### config.mk
export PLATFORM = sky130hd
export DESIGN_NAME = pdr_dialer
export DESIGN_NICKNAME = d
export VERILOG_FILES = /design/src/pdr_pkg.sv /design/src/pdr_dialer.sv
export SDC_FILE = /design/constraint.sdc
export NUM_CORES = 1
export LEC_CHECK = 0
export BUFFER_PORTS_ARGS = -buffer_cell sky130_fd_sc_hd__buf_4
export CORE_MARGIN = 2
export CORE_UTILIZATION = 51
export CTS_CLUSTER_SIZE = 10
export DETAILED_ROUTE_END_ITERATION = 8
export PLACE_DENSITY = 0.69
export SYNTH_ARGS = -nofsm -noshare
export SYNTH_HDL_FRONTEND = slang
export SYNTH_SLANG_ARGS = --single-unit
### constraint.sdc
create_clock -name clk -period 13 [get_ports clk]
set_clock_uncertainty 0.05 [all_clocks]
set_input_delay 1.3 -clock clk [delete_from_list [all_inputs] [get_ports clk]]
set_output_delay 1.3 -clock clk [all_outputs]
set_load 0.01 [all_outputs]
### src/pdr_pkg.sv
// constants, timing and types shared by the pulse dialer design
package pdr_pkg;
    localparam int CLK_KHZ = 50000;
    localparam int TW = 26;
    localparam int DEBOUNCE_TIME_MS = 14;
    localparam int CLEAR_HOLD_TIME_MS = 300;
    localparam int INTERDIGIT_PAUSE_MS = 800;
    localparam int PULSE_PERIOD_MS = 100;
    localparam int SILENCE_OVERLAP_DELAY_MS = 10;
    localparam int MAKE_HI_PERMILLE = 334;
    localparam int MAKE_LO_PERMILLE = 400;
    localparam logic [TW-1:0] DEBOUNCE_CYC = TW'(DEBOUNCE_TIME_MS * CLK_KHZ);
    localparam logic [TW-1:0] HOLD_CYC = TW'(CLEAR_HOLD_TIME_MS * CLK_KHZ);
    localparam logic [TW-1:0] IDP_CYC = TW'(INTERDIGIT_PAUSE_MS * CLK_KHZ);
    localparam logic [TW-1:0] PERIOD_CYC = TW'(PULSE_PERIOD_MS * CLK_KHZ);
    localparam logic [TW-1:0] OVERLAP_CYC =
        TW'(SILENCE_OVERLAP_DELAY_MS * CLK_KHZ);
    localparam logic [TW-1:0] MAKE_HI_CYC =
        TW'(PULSE_PERIOD_MS * CLK_KHZ / 1000 * MAKE_HI_PERMILLE);
    localparam logic [TW-1:0] MAKE_LO_CYC =
        TW'(PULSE_PERIOD_MS * CLK_KHZ / 1000 * MAKE_LO_PERMILLE);
    localparam logic [3:0] SCAN_LAST = 4'h7;
    localparam int MEM_DIGITS = 32;
    localparam int FIFO_DEPTH = 8;
    localparam int DIG_W = 4;
    localparam logic [3:0] DIG_ZERO = 4'hA;
    localparam logic [3:0] DIG_STAR = 4'hB;
    localparam logic [3:0] DIG_HASH = 4'hC;
    localparam logic [3:0] ADDR_CTRL = 4'h0;
    localparam logic [3:0] ADDR_STAT = 4'h4;
    localparam int CTRL_CLR_BIT = 0;
    localparam int CTRL_INH_BIT = 1;
    localparam int STAT_STATE_LSB = 8;
    localparam int STAT_HOOK_BIT = 12;
    localparam int STAT_REDIAL_BIT = 13;
    localparam int STAT_REPLAY_BIT = 14;
    localparam int STAT_KEY_BIT = 15;
    typedef enum logic [2:0] {
        ST_IDLE = 3'h0,
        ST_PAUSE = 3'h1,
        ST_BREAK = 3'h3,
        ST_MAKE = 3'h2,
        ST_OVERLAP = 3'h6
    } pdr_state_type;
endpackage

### src/pdr_dialer.sv
// pulse dialer with redial: keypad scan, digit fifo, outpulsing, mute
//
// Behaviour
// - on-hook: keypad ignored, oscillator stops once pulsing ends
// - off-hook: single pressed key digit stored
// - 32 digit memory, entry buffered from pulsing
// - pulse digits until all entered dialed
// - keep first 32 digits; redial after 300ms
// - star/hash first redials; other key restarts
// - power-up clear empties digit memory
// - valid key: one row with one column
// - on-hook: rows and columns held high
// - static keypad until key, then alternate scan
// - accept key after continuous debounce interval
// - ratio pin selects 33.4/66.6 or 40/60
// - mute from pre-digit pause to overlap end
// - on-hook: pulsing finishes within 300ms, stop
// - off-hook return gives falling mute edge
// - line released on make, low on break
`timescale 1ns/1ns
`default_nettype none

module pdr_fifo #(
    parameter int WIDTH = pdr_pkg::DIG_W,
    parameter int DEPTH = pdr_pkg::FIFO_DEPTH
) (
    input wire logic clk,
    input wire logic rst,
    input wire logic ce,
    input wire logic clr,
    input wire logic in_valid,
    output logic in_ready,
    input wire logic [WIDTH-1:0] in_data,
    output logic out_valid,
    input wire logic out_ready,
    output logic [WIDTH-1:0] out_data
);
    localparam int PW = $clog2(DEPTH);
    localparam int LW = $clog2(DEPTH + 1);
    typedef struct packed {
        logic [DEPTH-1:0][WIDTH-1:0] mem;
        logic [PW-1:0] wp;
        logic [PW-1:0] rp;
        logic [LW-1:0] level;
    } pdr_fifo_type;
    pdr_fifo_type q;
    pdr_fifo_type d;
    logic push;
    logic pop;

    assign in_ready = (q.level != LW'(DEPTH));
    assign out_valid = (q.level != '0);
    assign out_data = q.mem[q.rp];
    assign push = in_valid && in_ready;
    assign pop = out_valid && out_ready;

    always_comb begin
        d = q;
        if (push) begin
            d.mem[q.wp] = in_data;
            d.wp = (q.wp == PW'(DEPTH - 1)) ? '0 : q.wp + 1'b1;
        end
        if (pop) begin
            d.rp = (q.rp == PW'(DEPTH - 1)) ? '0 : q.rp + 1'b1;
        end
        if (push && !pop) begin
            d.level = q.level + 1'b1;
        end else if (pop && !push) begin
            d.level = q.level - 1'b1;
        end
        if (clr) begin
            d.wp = '0;
            d.rp = '0;
            d.level = '0;
        end
    end

    always_ff @(posedge clk or posedge rst) begin
        if (rst) begin
            q <= '0;
        end else if (ce) begin
            q <= d;
        end
    end
endmodule

module pdr_dialer #(
    parameter int MEM_DIGITS = pdr_pkg::MEM_DIGITS,
    parameter int FIFO_DEPTH = pdr_pkg::FIFO_DEPTH,
    parameter logic [25:0] DEBOUNCE_CYC = pdr_pkg::DEBOUNCE_CYC,
    parameter logic [25:0] HOLD_CYC = pdr_pkg::HOLD_CYC,
    parameter logic [25:0] IDP_CYC = pdr_pkg::IDP_CYC,
    parameter logic [25:0] PERIOD_CYC = pdr_pkg::PERIOD_CYC,
    // make times follow the period, so a shortened period keeps the ratio
    parameter logic [25:0] MAKE_HI_CYC =
        26'(PERIOD_CYC * pdr_pkg::MAKE_HI_PERMILLE / 1000),
    parameter logic [25:0] MAKE_LO_CYC =
        26'(PERIOD_CYC * pdr_pkg::MAKE_LO_PERMILLE / 1000),
    parameter logic [25:0] OVERLAP_CYC = pdr_pkg::OVERLAP_CYC
) (
    input wire logic clk,
    input wire logic rst,
    input wire logic ce,
    input wire logic [3:0] keypad_row_line_in,
    output logic [3:0] keypad_row_line_out,
    output logic [3:0] keypad_row_line_oe,
    input wire logic [2:0] keypad_col_line_in,
    output logic [2:0] keypad_col_line_out,
    output logic [2:0] keypad_col_line_oe,
    input wire logic hook_detect_in,
    input wire logic ratio_sel_in,
    output logic line_break_oe,
    output logic mute_oe,
    output logic osc_run,
    input wire logic [3:0] bus_addr,
    input wire logic [31:0] bus_wdata,
    input wire logic bus_wr,
    input wire logic bus_rd,
    output logic [31:0] bus_rdata
);
    localparam int TW = pdr_pkg::TW;
    localparam int CW = $clog2(MEM_DIGITS + 1);
    localparam int AW = $clog2(MEM_DIGITS);
    typedef struct packed {
        logic [8:0] s1;
        logic [8:0] s2;
        logic hook_prev;
        logic [TW-1:0] hook_cnt;
        logic redial_ok;
        logic first_key;
        logic scan_on;
        logic phase;
        logic [3:0] scan_cnt;
        logic col_seen;
        logic [1:0] col_idx;
        logic key_ok;
        logic [3:0] key_code;
        logic [TW-1:0] deb_cnt;
        logic key_done;
        logic [MEM_DIGITS-1:0][3:0] mem;
        logic [CW-1:0] cnt;
        logic replay;
        logic [CW-1:0] rp;
        pdr_pkg::pdr_state_type state;
        logic [TW-1:0] tmr;
        logic [3:0] pulses;
        logic inhibit;
        logic [TW-1:0] brk_run;
        logic [3:0] row_oe;
        logic [2:0] col_oe;
        logic pad_high;
        logic brk_oe;
        logic mute_oe;
        logic osc_run;
        logic [31:0] rdata;
    } pdr_regs_type;
    pdr_regs_type q;
    pdr_regs_type d;

    function automatic logic one_low(input logic [3:0] v);
        return ($countones(~v) == 1);
    endfunction

    function automatic logic [1:0] low_idx(input logic [3:0] v);
        low_idx = 2'h0;
        for (int i = 0; i < 4; i++) begin
            if (!v[i]) begin
                low_idx = 2'(i);
            end
        end
    endfunction

    function automatic logic [3:0] key_dec(input logic [1:0] r,
                                           input logic [1:0] c);
        if (r != 2'h3) begin
            key_dec = 4'(int'(r) * 3 + int'(c) + 1);
        end else if (c == 2'h0) begin
            key_dec = pdr_pkg::DIG_STAR;
        end else if (c == 2'h1) begin
            key_dec = pdr_pkg::DIG_ZERO;
        end else begin
            key_dec = pdr_pkg::DIG_HASH;
        end
    endfunction

    logic [3:0] rows;
    logic [3:0] cols;
    logic onhk;
    logic ratio_hi;
    logic off_edge;
    logic onhk_stop;
    logic [3:0] code;
    logic is_sym;
    logic key_fire;
    logic start_replay;
    logic [TW-1:0] make_cyc;
    logic [TW-1:0] brk_cyc;
    logic fifo_in_valid;
    logic fifo_in_ready;
    logic [3:0] fifo_in_data;
    logic fifo_out_valid;
    logic [3:0] fifo_out_data;
    logic pop;

    assign rows = ~q.s2[3:0];
    assign cols = {1'b1, ~q.s2[6:4]};
    assign onhk = ~q.s2[7];
    assign ratio_hi = ~q.s2[8];
    assign off_edge = !onhk && q.hook_prev;
    assign onhk_stop = onhk && (q.hook_cnt == HOLD_CYC);
    assign code = key_dec(low_idx(rows), q.col_idx);
    assign is_sym = (q.key_code == pdr_pkg::DIG_STAR) ||
                    (q.key_code == pdr_pkg::DIG_HASH);
    assign key_fire = q.key_ok && !q.key_done && !q.replay && !onhk &&
                      (q.deb_cnt >= DEBOUNCE_CYC) && fifo_in_ready;
    assign start_replay = key_fire && is_sym && q.first_key &&
                          q.redial_ok && (q.cnt != '0);
    assign make_cyc = ratio_hi ? MAKE_HI_CYC : MAKE_LO_CYC;
    assign brk_cyc = PERIOD_CYC - make_cyc;
    // replayed digits and keyed digits share the fifo; keys wait meanwhile
    assign fifo_in_valid = q.replay || (key_fire && !is_sym);
    assign fifo_in_data = q.replay ? q.mem[q.rp[AW-1:0]] : q.key_code;

    pdr_fifo #(.WIDTH(4), .DEPTH(FIFO_DEPTH)) digit_fifo (
        .clk(clk),
        .rst(rst),
        .ce(ce),
        .clr(onhk_stop),
        .in_valid(fifo_in_valid),
        .in_ready(fifo_in_ready),
        .in_data(fifo_in_data),
        .out_valid(fifo_out_valid),
        .out_ready(pop),
        .out_data(fifo_out_data)
    );

    always_comb begin
        d = q;
        pop = 1'b0;
        // kept inverted: the cleared sync stages read as idle lines and
        // on-hook, so no false key scan starts right after reset
        d.s1 = ~{ratio_sel_in, hook_detect_in, keypad_col_line_in,
                 keypad_row_line_in};
        d.s2 = q.s1;
        // software clear comes first so a hook event in the same cycle wins
        if (bus_wr && bus_addr == pdr_pkg::ADDR_CTRL) begin
            d.inhibit = bus_wdata[pdr_pkg::CTRL_INH_BIT];
            if (bus_wdata[pdr_pkg::CTRL_CLR_BIT]) begin
                d.cnt = '0;
                d.replay = 1'b0;
                d.redial_ok = 1'b0;
            end
        end
        d.hook_prev = onhk;
        if (onhk) begin
            if (q.hook_cnt < HOLD_CYC) begin
                d.hook_cnt = q.hook_cnt + 1'b1;
            end else if (q.cnt != '0) begin
                d.redial_ok = 1'b1;
            end
        end else begin
            d.hook_cnt = '0;
        end
        if (off_edge) begin
            d.first_key = 1'b1;
        end
        if (q.key_ok && q.deb_cnt < DEBOUNCE_CYC) begin
            d.deb_cnt = q.deb_cnt + 1'b1;
        end
        if (onhk) begin
            d.scan_on = 1'b0;
            d.key_ok = 1'b0;
            d.deb_cnt = '0;
            d.key_done = 1'b0;
        end else if (!q.scan_on) begin
            if (!(&cols)) begin
                d.scan_on = 1'b1;
                d.phase = 1'b0;
                d.scan_cnt = '0;
            end
        end else begin
            d.scan_cnt = q.scan_cnt + 1'b1;
            // sample late in the phase: two sync stages plus settling
            if (q.scan_cnt == pdr_pkg::SCAN_LAST) begin
                d.scan_cnt = '0;
                d.phase = !q.phase;
                if (!q.phase) begin
                    d.col_seen = one_low(cols);
                    d.col_idx = low_idx(cols);
                end else if (q.col_seen && one_low(rows)) begin
                    if (!q.key_ok || code != q.key_code) begin
                        d.key_ok = 1'b1;
                        d.key_code = code;
                        d.deb_cnt = '0;
                    end
                end else begin
                    d.key_ok = 1'b0;
                    d.deb_cnt = '0;
                    d.key_done = 1'b0;
                    d.scan_on = !(&rows);
                end
            end
        end
        if (key_fire) begin
            d.key_done = 1'b1;
            d.first_key = 1'b0;
            d.redial_ok = 1'b0;
            if (!is_sym) begin
                if (q.first_key) begin
                    d.mem[0] = q.key_code;
                    d.cnt = CW'(1);
                end else if (q.cnt < CW'(MEM_DIGITS)) begin
                    d.mem[q.cnt[AW-1:0]] = q.key_code;
                    d.cnt = q.cnt + 1'b1;
                end
            end
            if (start_replay) begin
                d.replay = 1'b1;
                d.rp = '0;
            end
        end
        if (q.replay && fifo_in_ready) begin
            d.rp = q.rp + 1'b1;
            if (q.rp + 1'b1 == q.cnt) begin
                d.replay = 1'b0;
            end
        end
        d.brk_run = (q.state == pdr_pkg::ST_BREAK) ? q.brk_run + 1'b1 : '0;
        if (q.tmr != '0) begin
            d.tmr = q.tmr - 1'b1;
        end
        case (q.state)
            pdr_pkg::ST_IDLE: begin
                if (off_edge) begin
                    d.state = pdr_pkg::ST_OVERLAP;
                    d.tmr = OVERLAP_CYC - 1'b1;
                end else if (fifo_out_valid && !q.inhibit) begin
                    pop = 1'b1;
                    d.pulses = fifo_out_data;
                    d.state = pdr_pkg::ST_PAUSE;
                    d.tmr = IDP_CYC - 1'b1;
                end
            end
            pdr_pkg::ST_PAUSE: begin
                if (q.tmr == '0) begin
                    d.state = pdr_pkg::ST_BREAK;
                    d.tmr = brk_cyc - 1'b1;
                end
            end
            pdr_pkg::ST_BREAK: begin
                if (q.tmr == '0) begin
                    d.pulses = q.pulses - 1'b1;
                    if (q.pulses != 4'h1) begin
                        d.state = pdr_pkg::ST_MAKE;
                        d.tmr = make_cyc - 1'b1;
                    end else if (fifo_out_valid && !q.inhibit) begin
                        pop = 1'b1;
                        d.pulses = fifo_out_data;
                        d.state = pdr_pkg::ST_PAUSE;
                        d.tmr = IDP_CYC - 1'b1;
                    end else begin
                        d.state = pdr_pkg::ST_OVERLAP;
                        d.tmr = OVERLAP_CYC - 1'b1;
                    end
                end
            end
            pdr_pkg::ST_MAKE: begin
                if (q.tmr == '0) begin
                    d.state = pdr_pkg::ST_BREAK;
                    d.tmr = brk_cyc - 1'b1;
                end
            end
            pdr_pkg::ST_OVERLAP: begin
                if (q.tmr == '0) begin
                    d.state = pdr_pkg::ST_IDLE;
                end
            end
            default: begin
                d.state = pdr_pkg::ST_IDLE;
            end
        endcase
        if (onhk_stop) begin
            d.state = pdr_pkg::ST_IDLE;
            d.replay = 1'b0;
        end
        d.pad_high = onhk;
        d.row_oe = (onhk || !d.scan_on || !d.phase) ? 4'hF : 4'h0;
        d.col_oe = (onhk || (d.scan_on && d.phase)) ? 3'h7 : 3'h0;
        d.brk_oe = (d.state == pdr_pkg::ST_BREAK);
        d.mute_oe = (d.state != pdr_pkg::ST_IDLE);
        d.osc_run = d.scan_on || d.replay ||
                    (d.state != pdr_pkg::ST_IDLE);
        d.rdata = '0;
        if (bus_rd) begin
            if (bus_addr == pdr_pkg::ADDR_CTRL) begin
                d.rdata[pdr_pkg::CTRL_INH_BIT] = q.inhibit;
            end else if (bus_addr == pdr_pkg::ADDR_STAT) begin
                d.rdata[CW-1:0] = q.cnt;
                d.rdata[pdr_pkg::STAT_STATE_LSB+:3] = q.state;
                d.rdata[pdr_pkg::STAT_HOOK_BIT] = onhk;
                d.rdata[pdr_pkg::STAT_REDIAL_BIT] = q.redial_ok;
                d.rdata[pdr_pkg::STAT_REPLAY_BIT] = q.replay;
                d.rdata[pdr_pkg::STAT_KEY_BIT] = q.key_ok;
            end
        end
    end

    always_ff @(posedge clk or posedge rst) begin
        if (rst) begin
            q <= '0;
        end else if (ce) begin
            q <= d;
        end
    end

    assign keypad_row_line_out = {4{q.pad_high}};
    assign keypad_row_line_oe = q.row_oe;
    assign keypad_col_line_out = {3{q.pad_high}};
    assign keypad_col_line_oe = q.col_oe;
    assign line_break_oe = q.brk_oe;
    assign mute_oe = q.mute_oe;
    assign osc_run = q.osc_run;
    assign bus_rdata = q.rdata;

    a_onhook_no_entry: assert property (@(posedge clk) disable iff (rst)
        onhk |-> !key_fire && !fifo_in_valid || q.replay)
        else $error("key taken while on-hook");
    a_pads_held_high: assert property (@(posedge clk) disable iff (rst)
        ce && onhk |=> (&keypad_row_line_oe) && (&keypad_col_line_oe) &&
        keypad_row_line_out[0])
        else $error("keypad lines not held high on-hook");
    a_debounce_held: assert property (@(posedge clk) disable iff (rst)
        key_fire |-> q.key_ok && q.deb_cnt >= DEBOUNCE_CYC)
        else $error("key accepted before debounce");
    a_break_length: assert property (@(posedge clk) disable iff (rst)
        ce && q.state == pdr_pkg::ST_BREAK &&
        d.state != pdr_pkg::ST_BREAK && !onhk_stop
        |-> q.brk_run == brk_cyc - 1'b1)
        else $error("break interval wrong length");
    a_mute_brackets: assert property (@(posedge clk) disable iff (rst)
        line_break_oe |-> mute_oe)
        else $error("break outside mute");
    a_redial_gate: assert property (@(posedge clk) disable iff (rst)
        ce && start_replay |=> q.replay && q.rp == '0)
        else $error("redial did not start");
    a_new_number: assert property (@(posedge clk) disable iff (rst)
        ce && key_fire && q.first_key && !is_sym |=> q.cnt == CW'(1))
        else $error("first digit did not restart number");
    a_hook_stop: assert property (@(posedge clk) disable iff (rst)
        ce && onhk_stop |=> q.state == pdr_pkg::ST_IDLE && !mute_oe)
        else $error("pulsing not stopped after on-hook hold");
    a_reconnect_edge: assert property (@(posedge clk) disable iff (rst)
        ce && off_edge && q.state == pdr_pkg::ST_IDLE |=> mute_oe)
        else $error("no mute edge on return off-hook");
    c_key_stored: cover property (@(posedge clk) disable iff (rst)
        key_fire && !is_sym);
    c_redial: cover property (@(posedge clk) disable iff (rst)
        start_replay);
    c_break_make: cover property (@(posedge clk) disable iff (rst)
        q.state == pdr_pkg::ST_BREAK ##1 q.state == pdr_pkg::ST_MAKE);
endmodule

`default_nettype wire

==> flow_metrics.tcl, run 1 <==
set metrics [dict create \
    worst_slew_pin_slew_ns 1.05 \
    path_cells "inv_1 > o21ai_0 > fa_1 > fa_1 > inv_1 > o21ai_0 > xnor2_1 > nor4_1 > a32o_1 > o21ai_0 > a31oi_1" \
    r2r-start "q[315]" \
    cp_max_fo 31 \
    crit_path_top_delay_cell "a32o_1" \
    rsz0062_at_grt "no" \
    ant_nets 0 \
    routed_wl_mm 39.9 \
    vias 12500 \
    startpoint_type "flip-flop" \
    synthCells 1621 \
    hpwl_mm 26.6 \
    finalHoldViolations 0 \
    status "complete, no violations" \
    port_buffers 49 \
    core-area_um2 33400 \
    dr.pass1.iters 5 \
    drive_gt1_share_pct 19.9 \
    cpPeakStageDelay_ns 0.94 \
    grt_max_degree 124 \
    grt_pass1_vias 12300 \
    clock_path_buffers 3 \
    hold_ws_ns 0.428 \
    min_to "q[199]" \
    ctsHtreeMaxLevel 2 \
    synthToLayoutAreaGrowth_pct 8.31 \
    grt_use_total_pct 22.9 \
    gp_congestion 0.928 \
    ys_seq_area_share_pct 46.9 \
    synth_area_leader_cell "dfrtp_1" \
    worstHoldStart "q[199]" \
    criticalPathCategory "reg -> reg" \
    yosysWarnings 0 \
    critPathCaptureType "flip-flop" \
    max_freq_mhz 225 \
    path_clk_slew_ns 0.05 \
    reg2regPathDepth 11 \
    cts_tree "done" \
    antennaDiodeCount 0 \
    post-route-period-util_pct 34.2 \
    io_pins 99 \
    crit_required_ns 13.38 \
    synth-seq-cells 323 \
    cpLargestDelayFamily "compound AO/OA/AOI/OAI gates" \
    placementRows 67 \
    cts_resized 0 \
    fin_setup_tns_ns 0 \
    setup_viol 0 \
    ys_types 90 \
    cts_buffers 38 \
    cap_violations 0 \
    wl_per_cell_um 19.3 \
    ys_dominant_reg_cell "dfrtp_1" \
    floorplan.die.height_um 188 \
    syn_area_per_cell_um2 10.6 \
    synth-edff-count 0 \
    synthArstFlopShare_pct 100 \
    synth_top_area_share_pct 46.9 \
    drcViolationCount 0 \
    p_leak_uw 0.00831 \
    fin_crit_ns 4.44 \
    crit_top_cell "o21ai_0" \
    power.density_nw_per_um2 154 \
    grt-ovfl-total 0 \
    yosysMostFrequentCell "dfrtp_1" \
    synth_top_cells_by_count "dfrtp_1, nand2_1, mux2_2, o21ai_0, nor2_1" \
    hold_depth 2 \
    maxSlewHeadroom_pct 30.1 \
    r2r_slack_ns 8.56 \
    clock_latency_ns 0.53 \
    hp-class "reg -> reg" \
    antenna_found_initial 0 \
    cts.sinks 323 \
    die_area_um2 35300 \
    final_nets 1697 \
    netlist_top_cells_area "dfrtp_1, mux2_2, mux4_2, o21ai_0, nand2_1" \
    final_max_slew_viol_count 0 \
    cts_hold_buf 0 \
    path_buf_inv 2 \
    path_depth 11 \
    arrival_ns 4.82 \
    cts_setup_buffers 0 \
    syn-cell-area_um2 17200 \
    initialDrtViolationCount 970 \
    die_x_um 188 \
    grt_pass1_wl_mm 65.5 \
    r2r-end "q[262]" \
    vdd_drop_max_v 0.000102 \
    clockRootBuffer "clkbuf_16" \
    nFillCells 2811 \
    initial_utilization_pct 51.6 \
    vias_per_cell 6.04 \
]
how the worst max path moves through the flow:
| stage | to | startpoint | slack (ns) |
|---|---|---|---|
| after global placement | digit_fifo.q[3] | q[90] | 8.76 |
| after global routing | q[262] | q[315] | 8.16 |
| after floorplan | bus_rdata[0] | rst | 2.71 |
| final | q[262] | q[315] | 8.56 |
| after CTS | q[262] | q[315] | 8.54 |
| after detailed placement | q[262] | q[315] | 8.61 |
worst min-delay path, stage by stage, from the launching register on:
cell and delay (ns):
dfrtp_1 0.33, nand2_1 0.04, o21ai_0 0.06
layout by cell type (no fill, tap or decap), drive strengths merged, types with 23 or more instances in the layout:
master | Yosys | final
buf | 72 | 62
a22o | 31 | 31
mux2 | 140 | 140
clkbuf | 56 | 46
dfrtp | 323 | 323
inv | 48 | 50
nand3 | 56 | 56
ha | 29 | 29
nand2 | 178 | 178
nor2 | 85 | 85
mux4 | 44 | 44
a21oi | 53 | 53
o21ai | 147 | 147
nor3 | 37 | 37
xnor2 | 24 | 24
a31oi | 23 | 23
area by class of cell:
| cell class | count | area [µm²] | area share [%] |
|---|---|---|---|
| multi-input combinational | 1138 | 8350 | 44.7 |
| sequential | 323 | 8090 | 43.3 |
| clock buffer | 46 | 1010 | 5.42 |
| tap | 448 | 561 | 3.00 |
| timing repair buffer | 62 | 465 | 2.49 |
| inverter | 50 | 195 | 1.05 |
| clock inverter | 1 | 8.76 | 0.0469 |
flip-flops by register name, indices dropped and copies added, names as in the netlist:
register             count
q                      253
digit_fifo.q            42
osc_run                  1
keypad_col_line_oe       1
line_break_oe            1
bus_rdata               13
keypad_col_line_out      1
mute_oe                  1
keypad_row_line_oe       1
d                        9
where the power goes:
part,switching [µW],leakage (µW),internal [µW],total (µW)
logic,369,0.00350,308,677
clock network,385,0.000499,540,925
registers,165,0.00432,1110,1280
total,919,0.00831,1960,2880
per-layer routing:
layer | vias up | part of all wire (%) | GRT usage (%)
li1 | 5812 | - | -
met1 | 6237 | 45 | 31.5
met2 | 374 | 48 | 37.7
met3 | 74 | 5.4 | 3.74
met4 | 0 | 2.2 | 6.66
met5 | - | 0 | 0
cell families (layout without fill, tap and decap cells):
| family | after synthesis | count (layout) | share of synthesized area, % |
|---|---|---|---|
| fa+ha+maj | 34 | 34 | 2.68 |
| mux | 201 | 201 | 15.9 |
| other cells | 1 | 19 | 0.0217 |
| buf+inv | 178 | 159 | 5.10 |
| xor+xnor | 33 | 33 | 1.68 |
| compound gates | 355 | 355 | 13.2 |
| flops | 323 | 323 | 46.9 |
| simple gates | 496 | 496 | 14.6 |
through the flow:
step | instance area [µm²] | utilization, % | std cells | total power, µW | worst slack (ns)
2_1_floorplan | 17300 | - | 1639 | 1800 | 2.71
3_3_place_gp | 17700 | 52.8 | 2021 | 1940 | 8.76
3_5_place_dp | 17700 | 52.8 | 2021 | 1970 | 8.61
4_1_cts | 18700 | 55.8 | 2068 | 2900 | 8.54
5_1_grt | 18700 | 55.8 | 2068 | 3040 | 8.16
6_report | 18700 | 55.8 | 2068 | 2880 | 8.56
Note: power is estimated with default switching activity, not from simulation.
==> run 2, diff against run 1 <==
==> constraint.sdc (replaced) <==
create_clock -name clk -period 4.35 [get_ports clk]
set_clock_uncertainty 0.05 [all_clocks]
set_input_delay 0.435 -clock clk [delete_from_list [all_inputs] [get_ports clk]]
set_output_delay 0.435 -clock clk [all_outputs]
set_load 0.01 [all_outputs]
==> flow_metrics.tcl, run 2 (synthesized netlist as in run 1, its figures left out) <==
set metrics [dict create \
    status "complete, no violations" \
    core-area_um2 33400 \
    vdd_drop_max_v 0.000304 \
    fin_setup_tns_ns 0 \
    criticalPathCategory "reg -> reg" \
    critPathCaptureType "flip-flop" \
    placed_cell_area_um2 17800 \
    dr.pass1.iters 6 \
    setup_viol 0 \
    drcViolationCount 0 \
    vias_per_cell 6.04 \
    gp_congestion 0.935 \
    fin_crit_ns 3.93 \
    regMostFlops "q" \
    clockRootBuffer "clkbuf_16" \
    grt_max_degree 149 \
    multi_input_area_um2 8350 \
    finalHoldViolations 0 \
    finish.instance_area_um2 18900 \
    post-route-period-util_pct 90.3 \
    arrival_ns 4.30 \
    path_cells "nor4_1 > nand3_1 > nor2_4 > nand2_1 > o21ai_0 > inv_1 > ha_1 > inv_1 > ha_1 > a21o_1 > a21oi_1 > xnor2_1 > nor2_1 > o21ai_0 > a22o_1" \
    area.sequential_um2 8080 \
    cts.sinks 323 \
    power.density_nw_per_um2 466 \
    antenna_found_initial 0 \
    final_max_slew_viol_count 0 \
    grt_pass1_wl_mm 66.7 \
    clock_latency_ns 0.54 \
    fin_cells 2090 \
    worst_slew_pin_slew_ns 0.993 \
    placementRows 67 \
    p_leak_uw 0.00843 \
    final_nets 1712 \
    die_area_um2 35300 \
    ctsHtreeMaxLevel 2 \
    maxSlewHeadroom_pct 33.8 \
    finalPower_uw 8810 \
    nFillCells 2813 \
    largest_register_ffs 253 \
    path_clk_slew_ns 0.05 \
    cts_tree "done" \
    antennaDiodeCount 0 \
    die_x_um 188 \
    grt-ovfl-total 0 \
    max_freq_mhz 255 \
    ant_nets 0 \
    hpwl_mm 26.6 \
    cts_buffers 39 \
    startpoint_type "flip-flop" \
    cp_max_fo 7 \
    hp-class "in -> reg" \
    initialDrtViolationCount 1027 \
    dp_cells 2034 \
    cts_resized 0 \
    crit_path_top_delay_cell "nor4_1" \
    vias 12600 \
    grt_use_total_pct 23.3 \
    routed_wl_mm 40.5 \
    floorplan.die.height_um 188 \
    grt_pass1_vias 12500 \
    port_buffers 49 \
    final_cell_mix "dfrtp_1, nand2_1, mux2_2" \
    crit_required_ns 4.72 \
    final_common_cell "dfrtp_1" \
    wl_per_cell_um 19.4 \
    cpPeakStageDelay_ns 0.59 \
    cap_violations 0 \
    rsz0062_at_grt "no" \
    io_pins 99 \
    drive_gt1_share_pct 20.5 \
    synthToLayoutAreaGrowth_pct 9.59 \
    clock_path_buffers 3 \
    initial_utilization_pct 51.6 \
]
run 2: per-stage QoR:
step           utilization [%]  hold WS, ns  setup WS, ns
4_1_cts                   56.5      0.00748         0.483
5_1_grt                   56.5       0.0124         0.137
3_5_place_dp              53.2        0.391         0.511
2_1_floorplan                -        0.388        -0.444
6_report                  56.5       0.0227         0.421
3_3_place_gp              53.2        0.384         0.634
run 2: final timing paths:
kind | cells past startpoint | slack [ns] | startpoint | endpoint
min in group asynchronous | 3 | 0.39 | rst | q[263]
hold / removal | 2 | 0.02 | keypad_col_line_in[1] | d[319]
hold reg to reg | 2 | 0.43 | d[316] | q[316]
setup reg to reg | 15 | 0.42 | q[96] | digit_fifo.q[3]
setup / recovery | 15 | 0.42 | q[96] | digit_fifo.q[3]
max in group asynchronous | 4 | 2.71 | rst | d[322]
run 2: critical path: cells and delay by family (launching register included):
kind | cells | cell delay [ns]
and+or+nand+nor | 5 | 1.46
AOI/OAI and AO/OA | 5 | 1.02
adders and majority gates | 2 | 0.50
DFF | 1 | 0.44
buffers and inverters | 2 | 0.26
xor gates and xnor gates | 1 | 0.09
run 2: final cells by class:
cell class                      instances  area share, %
Multi-Input combinational cell       1138           44.2
Sequential cell                       323           42.8
Tap cell                              448           2.97
Clock buffer                           51           5.51
Inverter                               50           1.01
Clock inverter                          4          0.318
Timing Repair Buffer                   76           3.23
run 2: routing by layer:
metal  track usage [%]  share of wire, %  up-vias
li1                  -                 -     5851
met1              32.4                45     6299
met2              38.0                47      392
met3              3.61               5.8       78
met4              6.90               2.5        0
met5                 0                 0        -
run 2: power breakdown:
part | internal [µW] | total, µW | leakage, µW | switching [µW]
logic | 950 | 2040 | 0.00357 | 1090
registers | 3330 | 3840 | 0.00432 | 516
clock network | 1720 | 2930 | 0.000535 | 1210
run 2: timing repair:
action,4_1_cts,5_1_grt
buffers inserted,0,0
endpoints found under the hold margin,10,0
hold buffers,1,0
setup endpoints to repair,0,0
==> run 3, diff against run 2 <==
--- a/config.mk
+++ b/config.mk
@@ -8,9 +8,10 @@
 export BUFFER_PORTS_ARGS = -buffer_cell sky130_fd_sc_hd__buf_4
 export CORE_MARGIN = 2
 export CORE_UTILIZATION = 51
+export CTS_CLUSTER_DIAMETER = 40
 export CTS_CLUSTER_SIZE = 10
 export DETAILED_ROUTE_END_ITERATION = 8
-export PLACE_DENSITY = 0.69
+export PLACE_DENSITY = 0.71
 export SYNTH_ARGS = -nofsm -noshare
 export SYNTH_HDL_FRONTEND = slang
 export SYNTH_SLANG_ARGS = --single-unit
==> constraint.sdc (replaced) <==
create_clock -name clk -period 3.2 [get_ports clk]
set_clock_uncertainty 0.05 [all_clocks]
set_input_delay 0.32 -clock clk [delete_from_list [all_inputs] [get_ports clk]]
set_output_delay 0.32 -clock clk [all_outputs]
set_load 0.01 [all_outputs]
==> flow_metrics.tcl, run 3 (synthesized netlist as in run 1, its figures left out) <==
set metrics [dict create \
    ant_nets 0 \
    vdd_drop_max_v 0.000458 \
    final_max_slew_viol_count 0 \
    clock_latency_ns 0.59 \
    grt-ovfl-total 0 \
    routed_wl_mm 43.2 \
    clock_path_buffers 3 \
    vias_per_cell 6.08 \
    reg2regPathDepth 11 \
    hp-class "in -> async" \
    drcViolationCount 0 \
    cp_max_fo 8 \
    hpwl_mm 28.3 \
    die_x_um 188 \
    cts.sinks 323 \
    initial_utilization_pct 51.6 \
    maxSlewHeadroom_pct 55.2 \
    arrival_ns 3.66 \
    gp_congestion 0.920 \
    max_freq_mhz 307 \
    grt_pass1_wl_mm 70.7 \
    worst_slew_pin_slew_ns 0.667 \
    cap_violations 0 \
    grt_max_degree 118 \
    finish.instance_area_um2 20400 \
    power.density_nw_per_um2 693 \
    setup_viol 5 \
    crit_top_cell "fa_1" \
    r2r_slack_ns -0.06 \
    grt_pass1_vias 13300 \
    finalWorstSetupSlack_ns -0.0580 \
    placed_cell_area_um2 18300 \
    port_buffers 49 \
    finalHoldViolations 0 \
    cpPeakStageDelay_ns 0.48 \
    path_cells "o21ai_2 > fa_1 > fa_1 > xor2_1 > o21ai_0 > xnor2_1 > a32o_2 > buf_12 > buf_4 > nand3_1 > a21bo_2" \
    die_area_um2 35300 \
    post-route-period-util_pct 102 \
    regMostFlops "q" \
    final_util_pct 61.1 \
    crit_required_ns 3.60 \
    violations "setup timing" \
    dp_cells 2091 \
    vias 13400 \
    critPathCaptureType "flip-flop" \
    fin_crit_ns 3.26 \
    grt_use_total_pct 24.9 \
    rsz0062_at_grt "yes" \
    ctsHtreeMaxLevel 2 \
    placementRows 67 \
    startpoint_type "flip-flop" \
    core-area_um2 33400 \
    antennaDiodeCount 0 \
    io_pins 99 \
    antenna_found_initial 0 \
    hold_ws_ns 0.231 \
    largest_register_ffs 253 \
    clockRootBuffer "clkbuf_16" \
    p_leak_uw 0.00921 \
    drive_gt1_share_pct 26.8 \
    synthToLayoutAreaGrowth_pct 18.5 \
    crit_path_top_delay_cell "fa_1" \
    cts_buffers 50 \
    final_common_cell "dfrtp_1" \
    path_clk_slew_ns 0.06 \
    dr.pass1.iters 5 \
    criticalPathCategory "reg -> reg" \
    final_nets 1801 \
    cts_tree "done" \
    status "finished with violations" \
    wl_per_cell_um 19.6 \
    fin_cells 2202 \
    floorplan.die.height_um 188 \
    final_cell_mix "dfrtp_1, nand2_1, mux2_2" \
    finalPower_uw 14200 \
    initialDrtViolationCount 870 \
]
==> run 3: cell types whose count changed in the layout (fill, tap and decap cells not counted), sizes merged <==
cell	delta
clkinv	+8
clkinvlp	+2
bufinv	+7
dlygate4sd3	+12
buf	+66
inv	+3
clkbuf	+14
==> run 3: area by class of cell <==
cell class,count,area [µm²]
Clock buffer,65,1420
Tap cell,448,561
Fill cell,2612,13000
Multi-Input combinational cell,1138,8490
Timing Repair Buffer,154,1330
Clock inverter,24,363
Inverter,50,194
Sequential cell,323,8080
==> run 3: repair_timing <==
action | in CTS | in global routing
resized for setup | 11 | 19
hold buffers | 13 | 0
setup buffers | 4 | 4
pin swaps | 8 | 21
hold endpoints to repair | 17 | 0
gates cloned | 2 | 0
endpoints found under the setup margin | 10 | 38
==> run 3: final timing paths <==
kind,start,end
worst min-delay path,rst,q[231]
min in group clk,bus_wdata[0],q[113]
max in group asynchronous,rst,bus_rdata[14]
worst min register to register,q[181],q[181]
worst max register to register,q[316],q[245]
worst max-delay path,q[316],q[245]
==> run 3: critical path: cells and delay by family, from the launching register on <==
family / cells / cell delay [ns]
buf+inv: 2 / 0.29
simple gates: 1 / 0.08
flops: 1 / 0.40
xor+xnor: 2 / 0.35
fa+ha+maj: 2 / 0.87
compound gates: 4 / 1.09
==> run 3: metal layers <==
metal,global-route usage [%],part of all wire (%),up-vias
li1,-,-,6059
met1,33.5,43,6743
met2,40.7,48,491
met3,3.95,6.0,94
met4,10.0,3.2,0
met5,0,0,-
==> run 3: through the flow <==
stage / worst slack, ns / setup TNS, ns
3_5_place_dp: -0.0733 / -0.107
6_report: -0.0580 / -0.131
4_1_cts: -0.0309 / -0.145
5_1_grt: -0.176 / -2.35
3_3_place_gp: 0.0148 / 0
2_1_floorplan: -1.48 / -477.75
==> run 3: power by group <==
group / switching (µW) / leakage (µW) / total, µW / internal (µW)
combinational: 1830 / 0.00402 / 3410 / 1590
sequential: 488 / 0.00432 / 5020 / 4530
clock: 1980 / 0.000876 / 5740 / 3760
total: 4290 / 0.00921 / 14200 / 9880
